## src/lpc_lock_pkg.sv

```systemverilog
// Purpose: Shared constants and types for the LPC access lock bank.
// Assumes: One clock domain; the register index times four is the APB byte address.
// Notes: Slot numbers equal lock bit positions of access_lock_config_two.
package lpc_lock_pkg;

	// Register indices; byte address is four times the index.
	localparam logic [3:0] IDX_STATUS = 4'h0;
	localparam logic [3:0] IDX_MODE = 4'h1;
	localparam logic [3:0] IDX_MASK = 4'h2;
	localparam logic [3:0] IDX_ACTIVE = 4'h3;
	localparam logic [3:0] IDX_LOCK = 4'h6;

	// Lock register layout and reset.
	localparam logic [7:0] LOCK_RESET = 8'h00;
	localparam logic [7:0] LOCK_WRITE_MASK = 8'hef;
	localparam int unsigned BIT_WAKE = 7;
	localparam int unsigned BIT_RTC = 6;
	localparam int unsigned BIT_XBUS = 5;
	localparam int unsigned BIT_CS3 = 3;

	// Status register layout: per-slot violation bits plus the summary flag.
	localparam int unsigned STATUS_W = 9;
	localparam int unsigned BIT_VIOL_FLAG = 8;
	localparam logic [8:0] STATUS_RESET = 9'h000;
	localparam logic [8:0] MASK_RESET = 9'h000;

	// Mode register layout.
	localparam int unsigned MODE_LSB = 0;
	localparam logic [1:0] MODE_RESET = 2'h0;

	// Answer given to the LPC host on a locked access.
	typedef enum logic [1:0] {
		RESP_NO_SYNC,
		RESP_ERROR_SYNC,
		RESP_ONES,
		RESP_RESERVED
	} resp_mode_t;

	// Module addressed by a decoded host or management cycle.
	typedef enum logic [3:0] {
		TGT_NONE,
		TGT_CS0,
		TGT_CS1,
		TGT_CS2,
		TGT_CS3,
		TGT_XBUS,
		TGT_RTC,
		TGT_WAKE,
		TGT_ACPI
	} target_t;

	typedef struct packed {
		logic valid;
		logic write;
		target_t target;
	} lpc_cycle_t;

	typedef struct packed {
		logic grant;
		logic deny;
		resp_mode_t resp;
		logic [2:0] slot;
	} lpc_verdict_t;

endpackage

```

## src/lpc_lock_check.sv

```systemverilog
// Purpose: Decides, per decoded LPC cycle, whether the host may reach the target.
// Assumes: The decoder presents one-cycle requests on the same clock.
// Notes: The verdict appears one edge after the request.
module lpc_lock_check (
	// Clock and reset.
	input wire logic clk_sys,
	input wire logic rst_b,
	// Current lock state and response mode.
	input wire logic [7:0] lockBits,
	input wire lpc_lock_pkg::resp_mode_t respMode,
	// Decoded host cycle and verdict.
	input wire lpc_lock_pkg::lpc_cycle_t lpcCycle,
	output lpc_lock_pkg::lpc_verdict_t verdict
);

	logic guarded;
	logic [2:0] slot;
	lpc_lock_pkg::lpc_verdict_t verdict_reg;
	lpc_lock_pkg::lpc_verdict_t verdict_next;

	// The power-management registers and unknown targets are never guarded.
	always_comb begin
		guarded = 1'b1;
		slot = 3'h0;
		case (lpcCycle.target)
			lpc_lock_pkg::TGT_CS0: slot = 3'h0;
			lpc_lock_pkg::TGT_CS1: slot = 3'h1;
			lpc_lock_pkg::TGT_CS2: slot = 3'h2;
			lpc_lock_pkg::TGT_CS3: slot = 3'(lpc_lock_pkg::BIT_CS3);
			lpc_lock_pkg::TGT_XBUS: slot = 3'(lpc_lock_pkg::BIT_XBUS);
			lpc_lock_pkg::TGT_RTC: slot = 3'(lpc_lock_pkg::BIT_RTC);
			lpc_lock_pkg::TGT_WAKE: slot = 3'(lpc_lock_pkg::BIT_WAKE);
			lpc_lock_pkg::TGT_ACPI: guarded = 1'b0;
			default: guarded = 1'b0;
		endcase
	end

	// Lock bits are sampled live at every decode.
	always_comb begin
		verdict_next.slot = slot;
		verdict_next.resp = respMode;
		verdict_next.deny = lpcCycle.valid & guarded & lockBits[slot];
		verdict_next.grant = lpcCycle.valid & ~(guarded & lockBits[slot]);
	end

	always_ff @(posedge clk_sys or negedge rst_b) begin
		if (!rst_b) begin
			verdict_reg <= '0;
		end else begin
			verdict_reg <= verdict_next;
		end
	end

	assign verdict = verdict_reg;

endmodule

```

## src/module_activation.sv

```systemverilog
// Purpose: Computes the effective activation of each lockable module.
// Assumes: Activation bits and the global enable come from same-clock logic.
// Notes: A lock forces activation so the management bus can always reach it.
module module_activation (
	// Clock and reset.
	input wire logic clk_sys,
	input wire logic rst_b,
	// Inputs.
	input wire logic [7:0] lockBits,
	input wire logic [7:0] activateBits,
	input wire logic globalEnable,
	// Effective activation.
	output logic [7:0] moduleActive
);

	logic [7:0] active_reg;

	genvar i;
	generate
		for (i = 0; i < 8; i++) begin : gen_slot
			always_ff @(posedge clk_sys or negedge rst_b) begin
				if (!rst_b) begin
					active_reg[i] <= 1'b0;
				end else begin
					active_reg[i] <= lockBits[i] | (activateBits[i] & globalEnable);
				end
			end
		end
	endgenerate

	assign moduleActive = active_reg;

endmodule

```

## src/lpc_access_lock_bank_two.sv

```systemverilog
// Purpose: Second access lock register bank with APB access, verdicts and interrupt.
// Assumes: APB master on clk_sys; LPC and management decoders on clk_sys.
// Notes: Every APB access takes one access cycle; unmapped words answer pslverr.
//
// Contract
// - Reset clears lock register to zero.
// - Bit 7 locks wake controller from host.
// - Locked access: mode-selected answer, set flag.
// - Power-management registers stay reachable when locked.
// - Lock forces module active over enables.
// - Bit 6 locks real-time clock likewise.
// - Bit 5 locks expansion-bus module likewise.
// - Zero means open, one means locked.
// - Bits 3..0 lock chip-select devices likewise.
//
// Design decision made here: register access over APB.
module lpc_access_lock_bank_two (
	// Clock and reset.
	input wire logic clk_sys,
	input wire logic rst_b,
	// APB slave.
	input wire logic psel,
	input wire logic penable,
	input wire logic pwrite,
	input wire logic [7:0] paddr,
	input wire logic [31:0] pwdata,
	output logic [31:0] prdata,
	output logic pready,
	output logic pslverr,
	// Decoded LPC host cycles.
	input wire lpc_lock_pkg::lpc_cycle_t lpcCycle,
	output lpc_lock_pkg::lpc_verdict_t lpcVerdict,
	// Decoded management bus cycles.
	input wire lpc_lock_pkg::lpc_cycle_t mgmtCycle,
	output logic mgmtGrant,
	// Module activation.
	input wire logic [7:0] activateBits,
	input wire logic globalEnable,
	output logic [7:0] moduleActive,
	// Interrupt.
	output logic irq
);

	// Registers.
	logic [7:0] lock_reg;
	logic [7:0] lock_next;
	lpc_lock_pkg::resp_mode_t mode_reg;
	lpc_lock_pkg::resp_mode_t mode_next;
	logic [lpc_lock_pkg::STATUS_W-1:0] status_reg;
	logic [lpc_lock_pkg::STATUS_W-1:0] status_next;
	logic [lpc_lock_pkg::STATUS_W-1:0] mask_reg;
	logic [lpc_lock_pkg::STATUS_W-1:0] mask_next;
	logic [3:0] lastSlot_reg;
	logic [3:0] lastSlot_next;
	logic [31:0] prdata_reg;
	logic [31:0] prdata_next;
	logic pready_reg;
	logic pslverr_reg;
	logic pslverr_next;
	logic irq_reg;
	logic mgmtGrant_reg;

	// Bus decode.
	logic setupPhase;
	logic writeTaken;
	logic [3:0] wordIdx;
	logic mapped;
	logic [lpc_lock_pkg::STATUS_W-1:0] statusSet;
	logic [lpc_lock_pkg::STATUS_W-1:0] statusClr;

	// Block outputs.
	lpc_lock_pkg::lpc_verdict_t verdict;
	logic [7:0] activeNow;

	assign setupPhase = psel & ~penable;
	assign writeTaken = psel & penable & pready_reg & pwrite;
	assign wordIdx = paddr[5:2];

	always_comb begin
		mapped = 1'b0;
		if (paddr[7:6] == 2'h0) begin
			case (wordIdx)
				lpc_lock_pkg::IDX_STATUS: mapped = 1'b1;
				lpc_lock_pkg::IDX_MODE: mapped = 1'b1;
				lpc_lock_pkg::IDX_MASK: mapped = 1'b1;
				lpc_lock_pkg::IDX_ACTIVE: mapped = 1'b1;
				lpc_lock_pkg::IDX_LOCK: mapped = 1'b1;
				default: mapped = 1'b0;
			endcase
		end
	end

	// Verdict engine.
	lpc_lock_check u_check (
		.clk_sys(clk_sys),
		.rst_b(rst_b),
		.lockBits(lock_reg),
		.respMode(mode_reg),
		.lpcCycle(lpcCycle),
		.verdict(verdict)
	);

	// Activation override.
	module_activation u_active (
		.clk_sys(clk_sys),
		.rst_b(rst_b),
		.lockBits(lock_reg),
		.activateBits(activateBits),
		.globalEnable(globalEnable),
		.moduleActive(activeNow)
	);

	// Lock register; the reserved bit cannot be set.
	always_comb begin
		lock_next = lock_reg;
		if (writeTaken && mapped && wordIdx == lpc_lock_pkg::IDX_LOCK) begin
			lock_next = pwdata[7:0] & lpc_lock_pkg::LOCK_WRITE_MASK;
		end
	end

	always_ff @(posedge clk_sys or negedge rst_b) begin
		if (!rst_b) begin
			lock_reg <= lpc_lock_pkg::LOCK_RESET;
		end else begin
			lock_reg <= lock_next;
		end
	end

	// Violation response mode.
	always_comb begin
		mode_next = mode_reg;
		if (writeTaken && mapped && wordIdx == lpc_lock_pkg::IDX_MODE) begin
			mode_next = lpc_lock_pkg::resp_mode_t'(pwdata[lpc_lock_pkg::MODE_LSB +: 2]);
		end
	end

	always_ff @(posedge clk_sys or negedge rst_b) begin
		if (!rst_b) begin
			mode_reg <= lpc_lock_pkg::resp_mode_t'(lpc_lock_pkg::MODE_RESET);
		end else begin
			mode_reg <= mode_next;
		end
	end

	// Interrupt mask.
	always_comb begin
		mask_next = mask_reg;
		if (writeTaken && mapped && wordIdx == lpc_lock_pkg::IDX_MASK) begin
			mask_next = pwdata[lpc_lock_pkg::STATUS_W-1:0];
		end
	end

	always_ff @(posedge clk_sys or negedge rst_b) begin
		if (!rst_b) begin
			mask_reg <= lpc_lock_pkg::MASK_RESET;
		end else begin
			mask_reg <= mask_next;
		end
	end

	// Sticky violation status. A new violation in the cycle of a clear
	// survives, so software never misses an event by clearing late.
	always_comb begin
		statusSet = '0;
		if (verdict.deny) begin
			statusSet[verdict.slot] = 1'b1;
			statusSet[lpc_lock_pkg::BIT_VIOL_FLAG] = 1'b1;
		end
		statusClr = '0;
		if (writeTaken && mapped && wordIdx == lpc_lock_pkg::IDX_STATUS) begin
			statusClr = pwdata[lpc_lock_pkg::STATUS_W-1:0];
		end
		status_next = (status_reg & ~statusClr) | statusSet;
	end

	always_ff @(posedge clk_sys or negedge rst_b) begin
		if (!rst_b) begin
			status_reg <= lpc_lock_pkg::STATUS_RESET;
		end else begin
			status_reg <= status_next;
		end
	end

	// Last violating slot, kept for diagnosis; bit 3 marks it valid.
	always_comb begin
		lastSlot_next = lastSlot_reg;
		if (verdict.deny) begin
			lastSlot_next = {1'b1, verdict.slot};
		end
	end

	always_ff @(posedge clk_sys or negedge rst_b) begin
		if (!rst_b) begin
			lastSlot_reg <= 4'h0;
		end else begin
			lastSlot_reg <= lastSlot_next;
		end
	end

	// Interrupt follows the next status so it rises with the status bit.
	always_ff @(posedge clk_sys or negedge rst_b) begin
		if (!rst_b) begin
			irq_reg <= 1'b0;
		end else begin
			irq_reg <= |(status_next & mask_next);
		end
	end

	// The management bus is refused only for TGT_NONE, locked or not.
	always_ff @(posedge clk_sys or negedge rst_b) begin
		if (!rst_b) begin
			mgmtGrant_reg <= 1'b0;
		end else begin
			mgmtGrant_reg <= mgmtCycle.valid & (mgmtCycle.target != lpc_lock_pkg::TGT_NONE);
		end
	end

	// Read data is captured in the setup cycle so it comes from a flop.
	always_comb begin
		prdata_next = prdata_reg;
		pslverr_next = 1'b0;
		if (setupPhase) begin
			prdata_next = 32'h0000_0000;
			pslverr_next = ~mapped;
			if (!pwrite && mapped) begin
				case (wordIdx)
					lpc_lock_pkg::IDX_STATUS: prdata_next[lpc_lock_pkg::STATUS_W-1:0] = status_reg;
					lpc_lock_pkg::IDX_MODE: prdata_next[lpc_lock_pkg::MODE_LSB +: 2] = mode_reg;
					lpc_lock_pkg::IDX_MASK: prdata_next[lpc_lock_pkg::STATUS_W-1:0] = mask_reg;
					lpc_lock_pkg::IDX_ACTIVE: prdata_next[11:0] = {lastSlot_reg, activeNow};
					lpc_lock_pkg::IDX_LOCK: prdata_next[7:0] = lock_reg;
					default: prdata_next = 32'h0000_0000;
				endcase
			end
		end
	end

	always_ff @(posedge clk_sys or negedge rst_b) begin
		if (!rst_b) begin
			prdata_reg <= 32'h0000_0000;
			pslverr_reg <= 1'b0;
			pready_reg <= 1'b0;
		end else begin
			prdata_reg <= prdata_next;
			pslverr_reg <= pslverr_next;
			pready_reg <= setupPhase;
		end
	end

	assign prdata = prdata_reg;
	assign pready = pready_reg;
	assign pslverr = pslverr_reg;
	assign lpcVerdict = verdict;
	assign mgmtGrant = mgmtGrant_reg;
	assign moduleActive = activeNow;
	assign irq = irq_reg;

endmodule

```

## config.mk

```make
export PLATFORM = sky130hd
export DESIGN_NAME = lpc_access_lock_bank_two
export DESIGN_NICKNAME = d
export VERILOG_FILES = /design/src/lpc_lock_pkg.sv /design/src/lpc_lock_check.sv /design/src/module_activation.sv /design/src/lpc_access_lock_bank_two.sv
export SDC_FILE = /design/constraint.sdc
export NUM_CORES = 1
export LEC_CHECK = 0
export CELL_PAD_IN_SITES_DETAIL_PLACEMENT = 1
export CELL_PAD_IN_SITES_GLOBAL_PLACEMENT = 1
export CORE_MARGIN = 2
export CORE_UTILIZATION = 48
export CTS_CLUSTER_DIAMETER = 60
export DETAILED_ROUTE_END_ITERATION = 7
export DONT_BUFFER_PORTS = 1
export MAX_ROUTING_LAYER = met4
export PLACE_DENSITY_LB_ADDON = 0.05
export RECOVER_POWER = 100
export SLEW_MARGIN = 0
export SYNTH_ARGS = -nofsm -noshare
export SYNTH_HDL_FRONTEND = slang
export SYNTH_SLANG_ARGS = --single-unit
export TNS_END_PERCENT = 20
```

## constraint.sdc

```tcl
create_clock -name clk_sys -period 2.1 [get_ports clk_sys]
set_input_delay 0.42 -clock clk_sys [delete_from_list [all_inputs] [get_ports clk_sys]]
set_output_delay 0.42 -clock clk_sys [all_outputs]
set_load 0.005 [all_outputs]
```

# Yosys cells after proc, flatten, opt, wreduce, memory -nomap -nowiden
# Index checks and enable logic that the tools add are counted.
classes:
  n_lt_le_gt_ge: 3
  eq_ne: 11
  mux: 17
  bitwise: 31
  n_reduce_logical: 14
ops:
  columns: ["op", "n"]
  rows:
  - ["$mux 9", 3]
  - ["$pmux 6 s4", 1]
  - ["$eq 4x3->1 const B", 5]
  - ["$and 9x9->9", 2]
  - ["$pmux 3 s6", 1]
  - ["$and 1x1->1", 17]
  - ["$eq 4x2->1 const B", 4]
  - ["$mux 12", 1]
  - ["$pmux 2 s5", 1]
  - ["$not 9->9", 1]
  - ["$or 9x9->9", 1]
  - ["$reduce_or 9->1", 1]
  - ["$eq 4x1->1 const B", 2]
  - ["$logic_and 1x1->1", 7]
  - ["$or 1x1->1", 7]
  - ["$reduce_or 7->1", 1]
  - ["$mux 1", 6]
  - ["$lt 3x5->1 const B", 1]
  - ["$reduce_or 5->1", 1]
  - ["$logic_not 4->1", 1]
  - ["$lt 3x4->1 const B", 1]
  - ["$reduce_bool 4->1", 1]
  - ["$bmux 1 s3", 1]
  - ["$demux 1 s3", 1]
  - ["6 further kinds", 8]
totals:
  ff_bits: 82
  in_bits: 66
  output_inout_bits: 51
  word_cells: 98

# Depth between registers and ports, before layout
# Gate-level depths: netlist (run 1).
depth:
  word_depth: 12
  depth_mapped: 7
  ltp_nobuf: 6

# Modules after synthesis
# A second synthesis (run 1) with hierarchy kept.
hier_totals:
  cells_unflattened: 249
  hier_area_um2: 2921.6
modules_own_cells:
  columns: ["module", "instances", "cells_each", "area_per_inst_um2", "seq_area_each_um2"]
  rows:
  - ["lpc_access_lock_bank_two", 1, 198, 2294.7, 1176.1]
  - ["lpc_lock_check", 1, 34, 355.3, 175.2]
  - ["module_activation", 1, 17, 271.5, 200.2]

# Worst setup path before layout (run 1)
# OpenSTA, ideal clock, no wires.
synth_path:
  path_type: "input-to-reg"
  start: "input paddr[5]"
  end: "register irq_reg, in the netlist irq"
  setup_ps: 138
  t_arrival_ps: 1761
  required_time_ps: 1962
  path_slack_ps: 201
  path_stages: 7
  path_buffers: 1
  path_cell_list: "buf_6 > nor4_4 > o2111a_2 > nand2_2 > o2bb2ai_2 > a222oi_1 > nand4bb_1"
synth_via:
  elab_chain_cells: 12
  elab_cells_between_ends: 18
  cone_classes: "eq/ne (4); mux (4); bitwise (4); reduce/logical (6)"
synth_rtl:
  columns: ["item", "line_no", "source"]
  rows:
  - ["start, declared", "lpc_access_lock_bank_two.sv:25", "input wire logic [7:0] paddr,"]
  - ["$eq 4x3->1, or another cell as far along", "lpc_access_lock_bank_two.sv:82", "case (wordIdx)"]
  - ["$reduce_or 5->1 (no line)", null, null]
  - ["$mux 1", "lpc_access_lock_bank_two.sv:82", null]
  - ["$mux 1", "lpc_access_lock_bank_two.sv:81", "if (paddr[7:6] == 2'h0) begin"]
  - ["$logic_and 1x1->1", "lpc_access_lock_bank_two.sv:170", "if (writeTaken && mapped && wordIdx == lpc_lock_pkg::IDX_STATUS) begin"]
  - ["$logic_and 1x1->1 (*)", "lpc_access_lock_bank_two.sv:170", null]
  - ["$mux 9 (*)", "lpc_access_lock_bank_two.sv:170", null]
  - ["$not 9->9 (*)", "lpc_access_lock_bank_two.sv:173", "status_next = (status_reg & ~statusClr) | statusSet;"]
  - ["$and 9x9->9 (*)", "lpc_access_lock_bank_two.sv:173", null]
  - ["$or 9x9->9 (*)", "lpc_access_lock_bank_two.sv:173", null]
  - ["via status_next (one bit)", "lpc_access_lock_bank_two.sv:50", "logic [lpc_lock_pkg::STATUS_W-1:0] status_next;"]
  - ["$and 9x9->9 (*)", "lpc_access_lock_bank_two.sv:205", "irq_reg <= |(status_next & mask_next);"]
  - ["$reduce_or 9->1 (*)", "lpc_access_lock_bank_two.sv:205", null]
  - ["end signal, assigned", "lpc_access_lock_bank_two.sv:205", null]
  - ["end, declared", "lpc_access_lock_bank_two.sv:60", "logic irq_reg;"]
# The timed path passes the listed nets; every way through them passes the cells marked *.
# A chain may end at the register's enable or synchronous reset.

# Worst setup path in the final report (run 1)
layout_path:
  start: "register pready_reg, in the netlist pready"
  end: "register irq_reg, in the netlist irq"
layout_via:
  elab_cells_between_ends: 12
  cone_classes: "mux (2); bitwise (6); reduce/logical (4)"
layout_lines:
  columns: ["item", "line_no", "source"]
  rows:
  - ["start, declared", "lpc_access_lock_bank_two.sv:57", "logic pready_reg;"]
  - ["start signal, assigned", "lpc_access_lock_bank_two.sv:246", "pready_reg <= setupPhase;"]
  - ["$and 1x1->1 (2 in a row)", "lpc_access_lock_bank_two.sv:76", "assign writeTaken = psel & penable & pready_reg & pwrite;"]
  - ["$logic_and 1x1->1 (2 in a row)", "lpc_access_lock_bank_two.sv:148", "if (writeTaken && mapped && wordIdx == lpc_lock_pkg::IDX_MASK) begin"]
  - ["$mux 9", "lpc_access_lock_bank_two.sv:148", null]
  - ["via mask_next (one bit)", "lpc_access_lock_bank_two.sv:52", "logic [lpc_lock_pkg::STATUS_W-1:0] mask_next;"]
  - ["$and 9x9->9", "lpc_access_lock_bank_two.sv:205", null]
  - ["$reduce_or 9->1", "lpc_access_lock_bank_two.sv:205", null]
# The timed path passes the listed nets, and every way through them passes these cells.

==> impl_metrics.ini, run 1 <==
[grt]
via_count_of_the_first_global_routing_pass = 2168
grt.overflow.total = 0
grt_util_all_layers_pct = 22.5
grt_pass1_wl_mm = 11.6
grt_start_max_net_pins = 63
antenna_found_initial = 0

[worst_setup_path]
endpoint_kind = register
crit_type = register to register
crit_path_max_fanout = 9
critPathRequiredTime_ns = 2.30
critPathLaunchType = register
cp.arrival_ns = 2.21

[synthesis]
postSynth.topFlopCell = dfrtp_1
syn-mean-instance-area_um2 = 11.7
number_of_instances_in_the_synthesized_netlist = 257
synth_top_cells_by_area = dfrtp_1 (52%), mux2_2 (9.8%), buf_4 (5.0%)
ys.warnings.count = 0
netlist.top_cell.by_area = dfrtp_1
number_of_flip_flops_and_latches_in_the_synthesized_netlist = 62
synth_top_area_share_pct = 51.8
number_of_flops_mapped_to_enable_cells_by_yosys = 0
synth_common_cells = dfrtp_1 (62), mux2_2 (26), nand2_1 (22), buf_4 (20), o21ai_0 (20)
synthArstFlopShare_pct = 100
netlist-cell-type-count = 45
yosysSeqAreaShare_pct = 51.8
post_syn_area_mm2 = 0.00300
post-synth-top-count-cell = dfrtp_1

[placement]
dpl.hpwl_mm = 5.24
gpl.final_weighted_congestion = 0.807
io_buffers = 0
placed_cells = 331

[clock_network]
clock_sinks = 62
cts_made_buffers = 9
cts.clk_slew.worst_paths_ns = 0.07
cts_buffer_depth = 2
post-cts-setup-buffers = 0
clock_tree.root_cell = clkbuf_8
clock_tree.htree_level_count = 3
tritoncts = yes
worstSkewPairLatency_ns = 0.33

[final_layout]
antenna-diode-count = 0
layout.cells.non_filler = 349
synthToLayoutAreaGrowth_pct = 8.85
final_layout_size_suffix_gt1_share_pct = 21.2
layout.nets = 335
largest_reg_flops = 12

[flow_run]
cap_violations = 0

[sta]
final_hold_viol_count = 0
final-max-slew-violation-count = 0
finalSetupTns_ns = 0
share_of_the_cycle_needed_by_the_critical_path_after_routing_pct = 96.1
worst_slew_pin_slew_ns = 1.35
setup_viol = 0
maxSlewHeadroom_pct = 10.1
finalHoldWorstSlack_ns = 0.153
final_period_minus_worst_setup_slack_ns = 2.02
rsz_0062_raised_after_global_routing = no
finalClockSkew_ns = 0.0102
timing.fmax_ghz = 0.495

[floorplan]
floorplan.die_area_mm2 = 0.00689
floorplan.core_area_mm2 = 0.00599
die_w_um = 83.0
num_rows = 28
initial_utilization_pct = 50.0
fp.dieH_um = 83.0
ioPinCount = 117

[status]
outcome = finished clean

[routing]
postRouteWirelength_mm = 7.16
via_count = 2038
first_pass_iters = 4
viasPerCell = 5.84
ant_nets = 0
drt_iter0_markers = 91
post_drt_wl_per_cell_um = 20.5
post-route-drc-count = 0

[power]
power.leakage_nw = 1.52
max-vdd-ir-drop_v = 0.000452
fin_total_pwr_mw = 2.66
areal_power_density_over_the_cells_mw_per_mm2 = 817

[hold_path]
hp-class = input port to register
-- final timing paths --
| kind | start | end | slack (ns) | cells past startpoint |
|---|---|---|---|---|
| max in group asynchronous | rst_b | mask_reg[2]$_DFF_PN0_ | 0.31 | 2 |
| min | lpcCycle[3] | u_check.verdict[0]$_DFF_PN0_ | 0.15 | 1 |
| max | pready$_DFF_PN0_ | irq$_DFF_PN0_ | 0.08 | 6 |
| min reg2reg | mode_reg[1]$_DFFE_PN0P_ | u_check.verdict[4]$_DFF_PN0_ | 0.40 | 0 |
| min in group asynchronous | rst_b | lastSlot_reg[1]$_DFFE_PN0P_ | 0.96 | 2 |
| max reg2reg | pready$_DFF_PN0_ | irq$_DFF_PN0_ | 0.08 | 6 |
-- metal layers --
layer | global-route usage, % | share of wire [%] | vias up
met5 | - | 0 | -
met4 | 7.60 | 1.1 | 0
met3 | 5.57 | 7.5 | 8
met2 | 36.2 | 50 | 78
met1 | 27.9 | 42 | 1026
li1 | - | - | 926
-- worst max-delay path, cell delays in order (launching register included) --
cell	delay (ns)
dfrtp_1	0.37
and4_1	0.32
nand4_4	0.27
mux2_1	0.42
o21ai_0	0.09
nand4_1	0.17
nand4bb_1	0.24
-- cell type report --
cell class / count / area, µm²
clock inverters: 5 / 81.3
well taps: 75 / 93.8
flip-flops and latches: 62 / 1550
fillers: 632 / 2730
repair buffers: 9 / 72.6
multi-input cells: 182 / 1290
clock buffers: 11 / 151
inverters: 5 / 18.8
-- stage by stage --
step / util [%] / worst slack [ns] / instance area (µm²)
after global placement: 50.8 / 0.0580 / 3040
after detailed placement: 50.8 / 0.0417 / 3040
final: 54.4 / 0.0818 / 3260
after global routing: 54.4 / 0.00550 / 3260
after CTS: 55.3 / 0.0748 / 3310
after floorplan: - / 0.201 / 3070
-- placed cells by master, fill, tap and decap left out, types with 7 or more instances in the layout --
master    synthesis  routed
a21o_1            7       7
mux2_2           26      23
nor2_1            8       8
nand2_1          22      22
clkbuf_8          0      11
o21ai_0          20      20
conb_1            1      20
dfrtp_1          62      62
-- kinds of logic (layout without fill, tap and decap cells) --
| group | count (synthesis) | count (layout) | synth area share [%] |
|---|---|---|---|
| other cells | 1 | 20 | 0.125 |
| compound gates | 61 | 61 | 15.3 |
| xor+xnor | 1 | 1 | 0.292 |
| simple gates | 69 | 69 | 14.3 |
| buf+inv | 32 | 30 | 6.81 |
| mux | 31 | 31 | 11.4 |
| flops | 62 | 62 | 51.8 |
-- power by group --
part           leakage (nW)  switching (mW)  internal (mW)
logic                 0.589          0.0946         0.0765
clock network         0.116           0.472          0.733
registers             0.811          0.0398           1.25
total                  1.52           0.606           2.06
-- repair_timing --
action,4_1_cts,5_1_grt
hold endpoints to repair,62,0
hold buffers,2,0
gates resized for setup,0,0
(Power assumes the default switching activity.)
==> inputs of run 2 (changes only) <==
--- a/config.mk
+++ b/config.mk
@@ -14,7 +14,7 @@
 export DONT_BUFFER_PORTS = 1
 export MAX_ROUTING_LAYER = met4
 export PLACE_DENSITY_LB_ADDON = 0.05
-export RECOVER_POWER = 100
+export RECOVER_POWER = 25
 export SLEW_MARGIN = 0
 export SYNTH_ARGS = -nofsm -noshare
 export SYNTH_HDL_FRONTEND = slang
==> run 2 against run 1 <==
Effect of this change: final cell count is the same; worst setup slack gained 0.046 ns; global-route usage is the same; critical path depth is the same; clock skew is essentially flat; critical endpoint unchanged; largest cell class unchanged.
==> impl_metrics.ini, run 2 (synthesis results as in run 1) <==
[floorplan]
initial_utilization_pct = 50.0
ioPinCount = 117
die_w_um = 83.0
floorplan.core_area_mm2 = 0.00599
num_rows = 28
floorplan.die_area_mm2 = 0.00689
fp.dieH_um = 83.0

[sta]
final_hold_viol_count = 0
final_period_minus_worst_setup_slack_ns = 1.97
rsz_0062_raised_after_global_routing = no
layout_setup_ws_ns = 0.128
final-max-slew-violation-count = 0
setup_viol = 0
timing.fmax_ghz = 0.507
share_of_the_cycle_needed_by_the_critical_path_after_routing_pct = 93.9
maxSlewHeadroom_pct = 10.2
finalSetupTns_ns = 0
finalClockSkew_ns = 0.0102
worst_slew_pin_slew_ns = 1.35

[power]
power.leakage_nw = 1.52
max-vdd-ir-drop_v = 0.000452
fin_total_pwr_mw = 2.67
areal_power_density_over_the_cells_mw_per_mm2 = 811

[grt]
grt.overflow.total = 0
grt_start_max_net_pins = 63
antenna_found_initial = 0
grt_pass1_wl_mm = 11.6
via_count_of_the_first_global_routing_pass = 2168
grt_util_all_layers_pct = 22.5

[clock_network]
tritoncts = yes
clock_tree.root_cell = clkbuf_8
clock_tree.htree_level_count = 3
worstSkewPairLatency_ns = 0.33
cts_buffer_depth = 2
cts.clk_slew.worst_paths_ns = 0.07
clock_sinks = 62
cts.repair.resized = 0
cts_made_buffers = 9

[worst_setup_path]
crit_path_max_fanout = 9
cp.arrival_ns = 2.17
crit_type = register to register
critPathLaunchType = register
critPathRequiredTime_ns = 2.30
endpoint_kind = register

[flow_run]
cap_violations = 0

[routing]
post_drt_wl_per_cell_um = 20.4
first_pass_iters = 5
post-route-drc-count = 0
detailroute.wirelength.met2_mm = 3.53
met3WireLength_um = 487
topRoutingLayerUsed = met4
viasPerCell = 5.75
route.layer.met1.wl_mm = 3.04
ant_nets = 0
drt_iter0_markers = 90
via_count = 2006
postRouteWirelength_mm = 7.14

[final_layout]
final_layout_size_suffix_gt1_share_pct = 23.7
final_core_utilization_pct = 54.8
synthToLayoutAreaGrowth_pct = 9.65
antenna-diode-count = 0
most-common-layout-cells = dfrtp_1 (62), mux2_2 (26), nand2_1 (22), o21ai_0 (20), conb_1 (20)
most_frequent_standard_cell_in_the_layout_excluding_fill_and_tap_cells = dfrtp_1
largest_reg_flops = 12
layout.nets = 335
post-route-cell-area_mm2 = 0.00329

[placement]
placement.cell_area_mm2 = 0.00304
dpl.hpwl_mm = 5.24
gpl.final_weighted_congestion = 0.807
dp_worst_setup_slack_ns = 0.0417
io_buffers = 0

[status]
outcome = finished clean

[hold_path]
hp-class = input port to register
[run 2: path summary, 6_finish.rpt]
check                                        start                      endpoint  slack, ns  cells after the start
min in group asynchronous                    rst_b   lastSlot_reg[1]$_DFFE_PN0P_       0.96                      2
min                                    lpcCycle[3]  u_check.verdict[0]$_DFF_PN0_       0.15                      1
max in group asynchronous                    rst_b         mask_reg[2]$_DFF_PN0_       0.31                      2
max reg2reg                       pready$_DFF_PN0_                 irq$_DFF_PN0_       0.13                      6
min reg2reg                mode_reg[1]$_DFFE_PN0P_  u_check.verdict[4]$_DFF_PN0_       0.40                      0
max                               pready$_DFF_PN0_                 irq$_DFF_PN0_       0.13                      6
[run 2: what timing repair did]
action,in CTS,in global routing
setup endpoints to repair,0,0
buffers inserted,0,0
endpoints found under the hold margin,62,0
hold buffers,2,0
[run 2: metrics by stage]
| step | instances | hold slack [ns] |
|---|---|---|
| after floorplan | 276 | 0.124 |
| after global placement | 331 | 0.126 |
| after detailed placement | 331 | 0.126 |
| after CTS | 349 | 0.136 |
| after global routing | 349 | 0.142 |
| final | 349 | 0.152 |
[run 2: layout make-up]
cell class              instances  area, µm²
clock inverters                 5       81.3
multi-input cells             182       1310
well taps                      75       93.8
repair buffers                  9       76.3
fillers                       628       2710
inverters                       5       18.8
flip-flops and latches         62       1550
clock buffers                  11        151
[run 2: critical path, stage by stage, from the launching register on]
cell and delay [ns]:
dfrtp_1 0.37, and4_1 0.31, nand4_4 0.26, mux2_2 0.36
o21ai_0 0.10, nand4_1 0.18, nand4bb_1 0.24
[run 2: power breakdown]
| group | internal [mW] | leakage (nW) | switching [mW] |
|---|---|---|---|
| Clock | 0.733 | 0.116 | 0.472 |
| Sequential | 1.25 | 0.811 | 0.0399 |
| Combinational | 0.0779 | 0.598 | 0.0950 |
| Total | 2.06 | 1.52 | 0.607 |
[run 2: layer usage]
layer,up-vias,global-route usage (%)
met5,-,-
met4,0,7.60
met3,8,5.57
li1,924,-
met2,81,36.2
met1,993,27.9
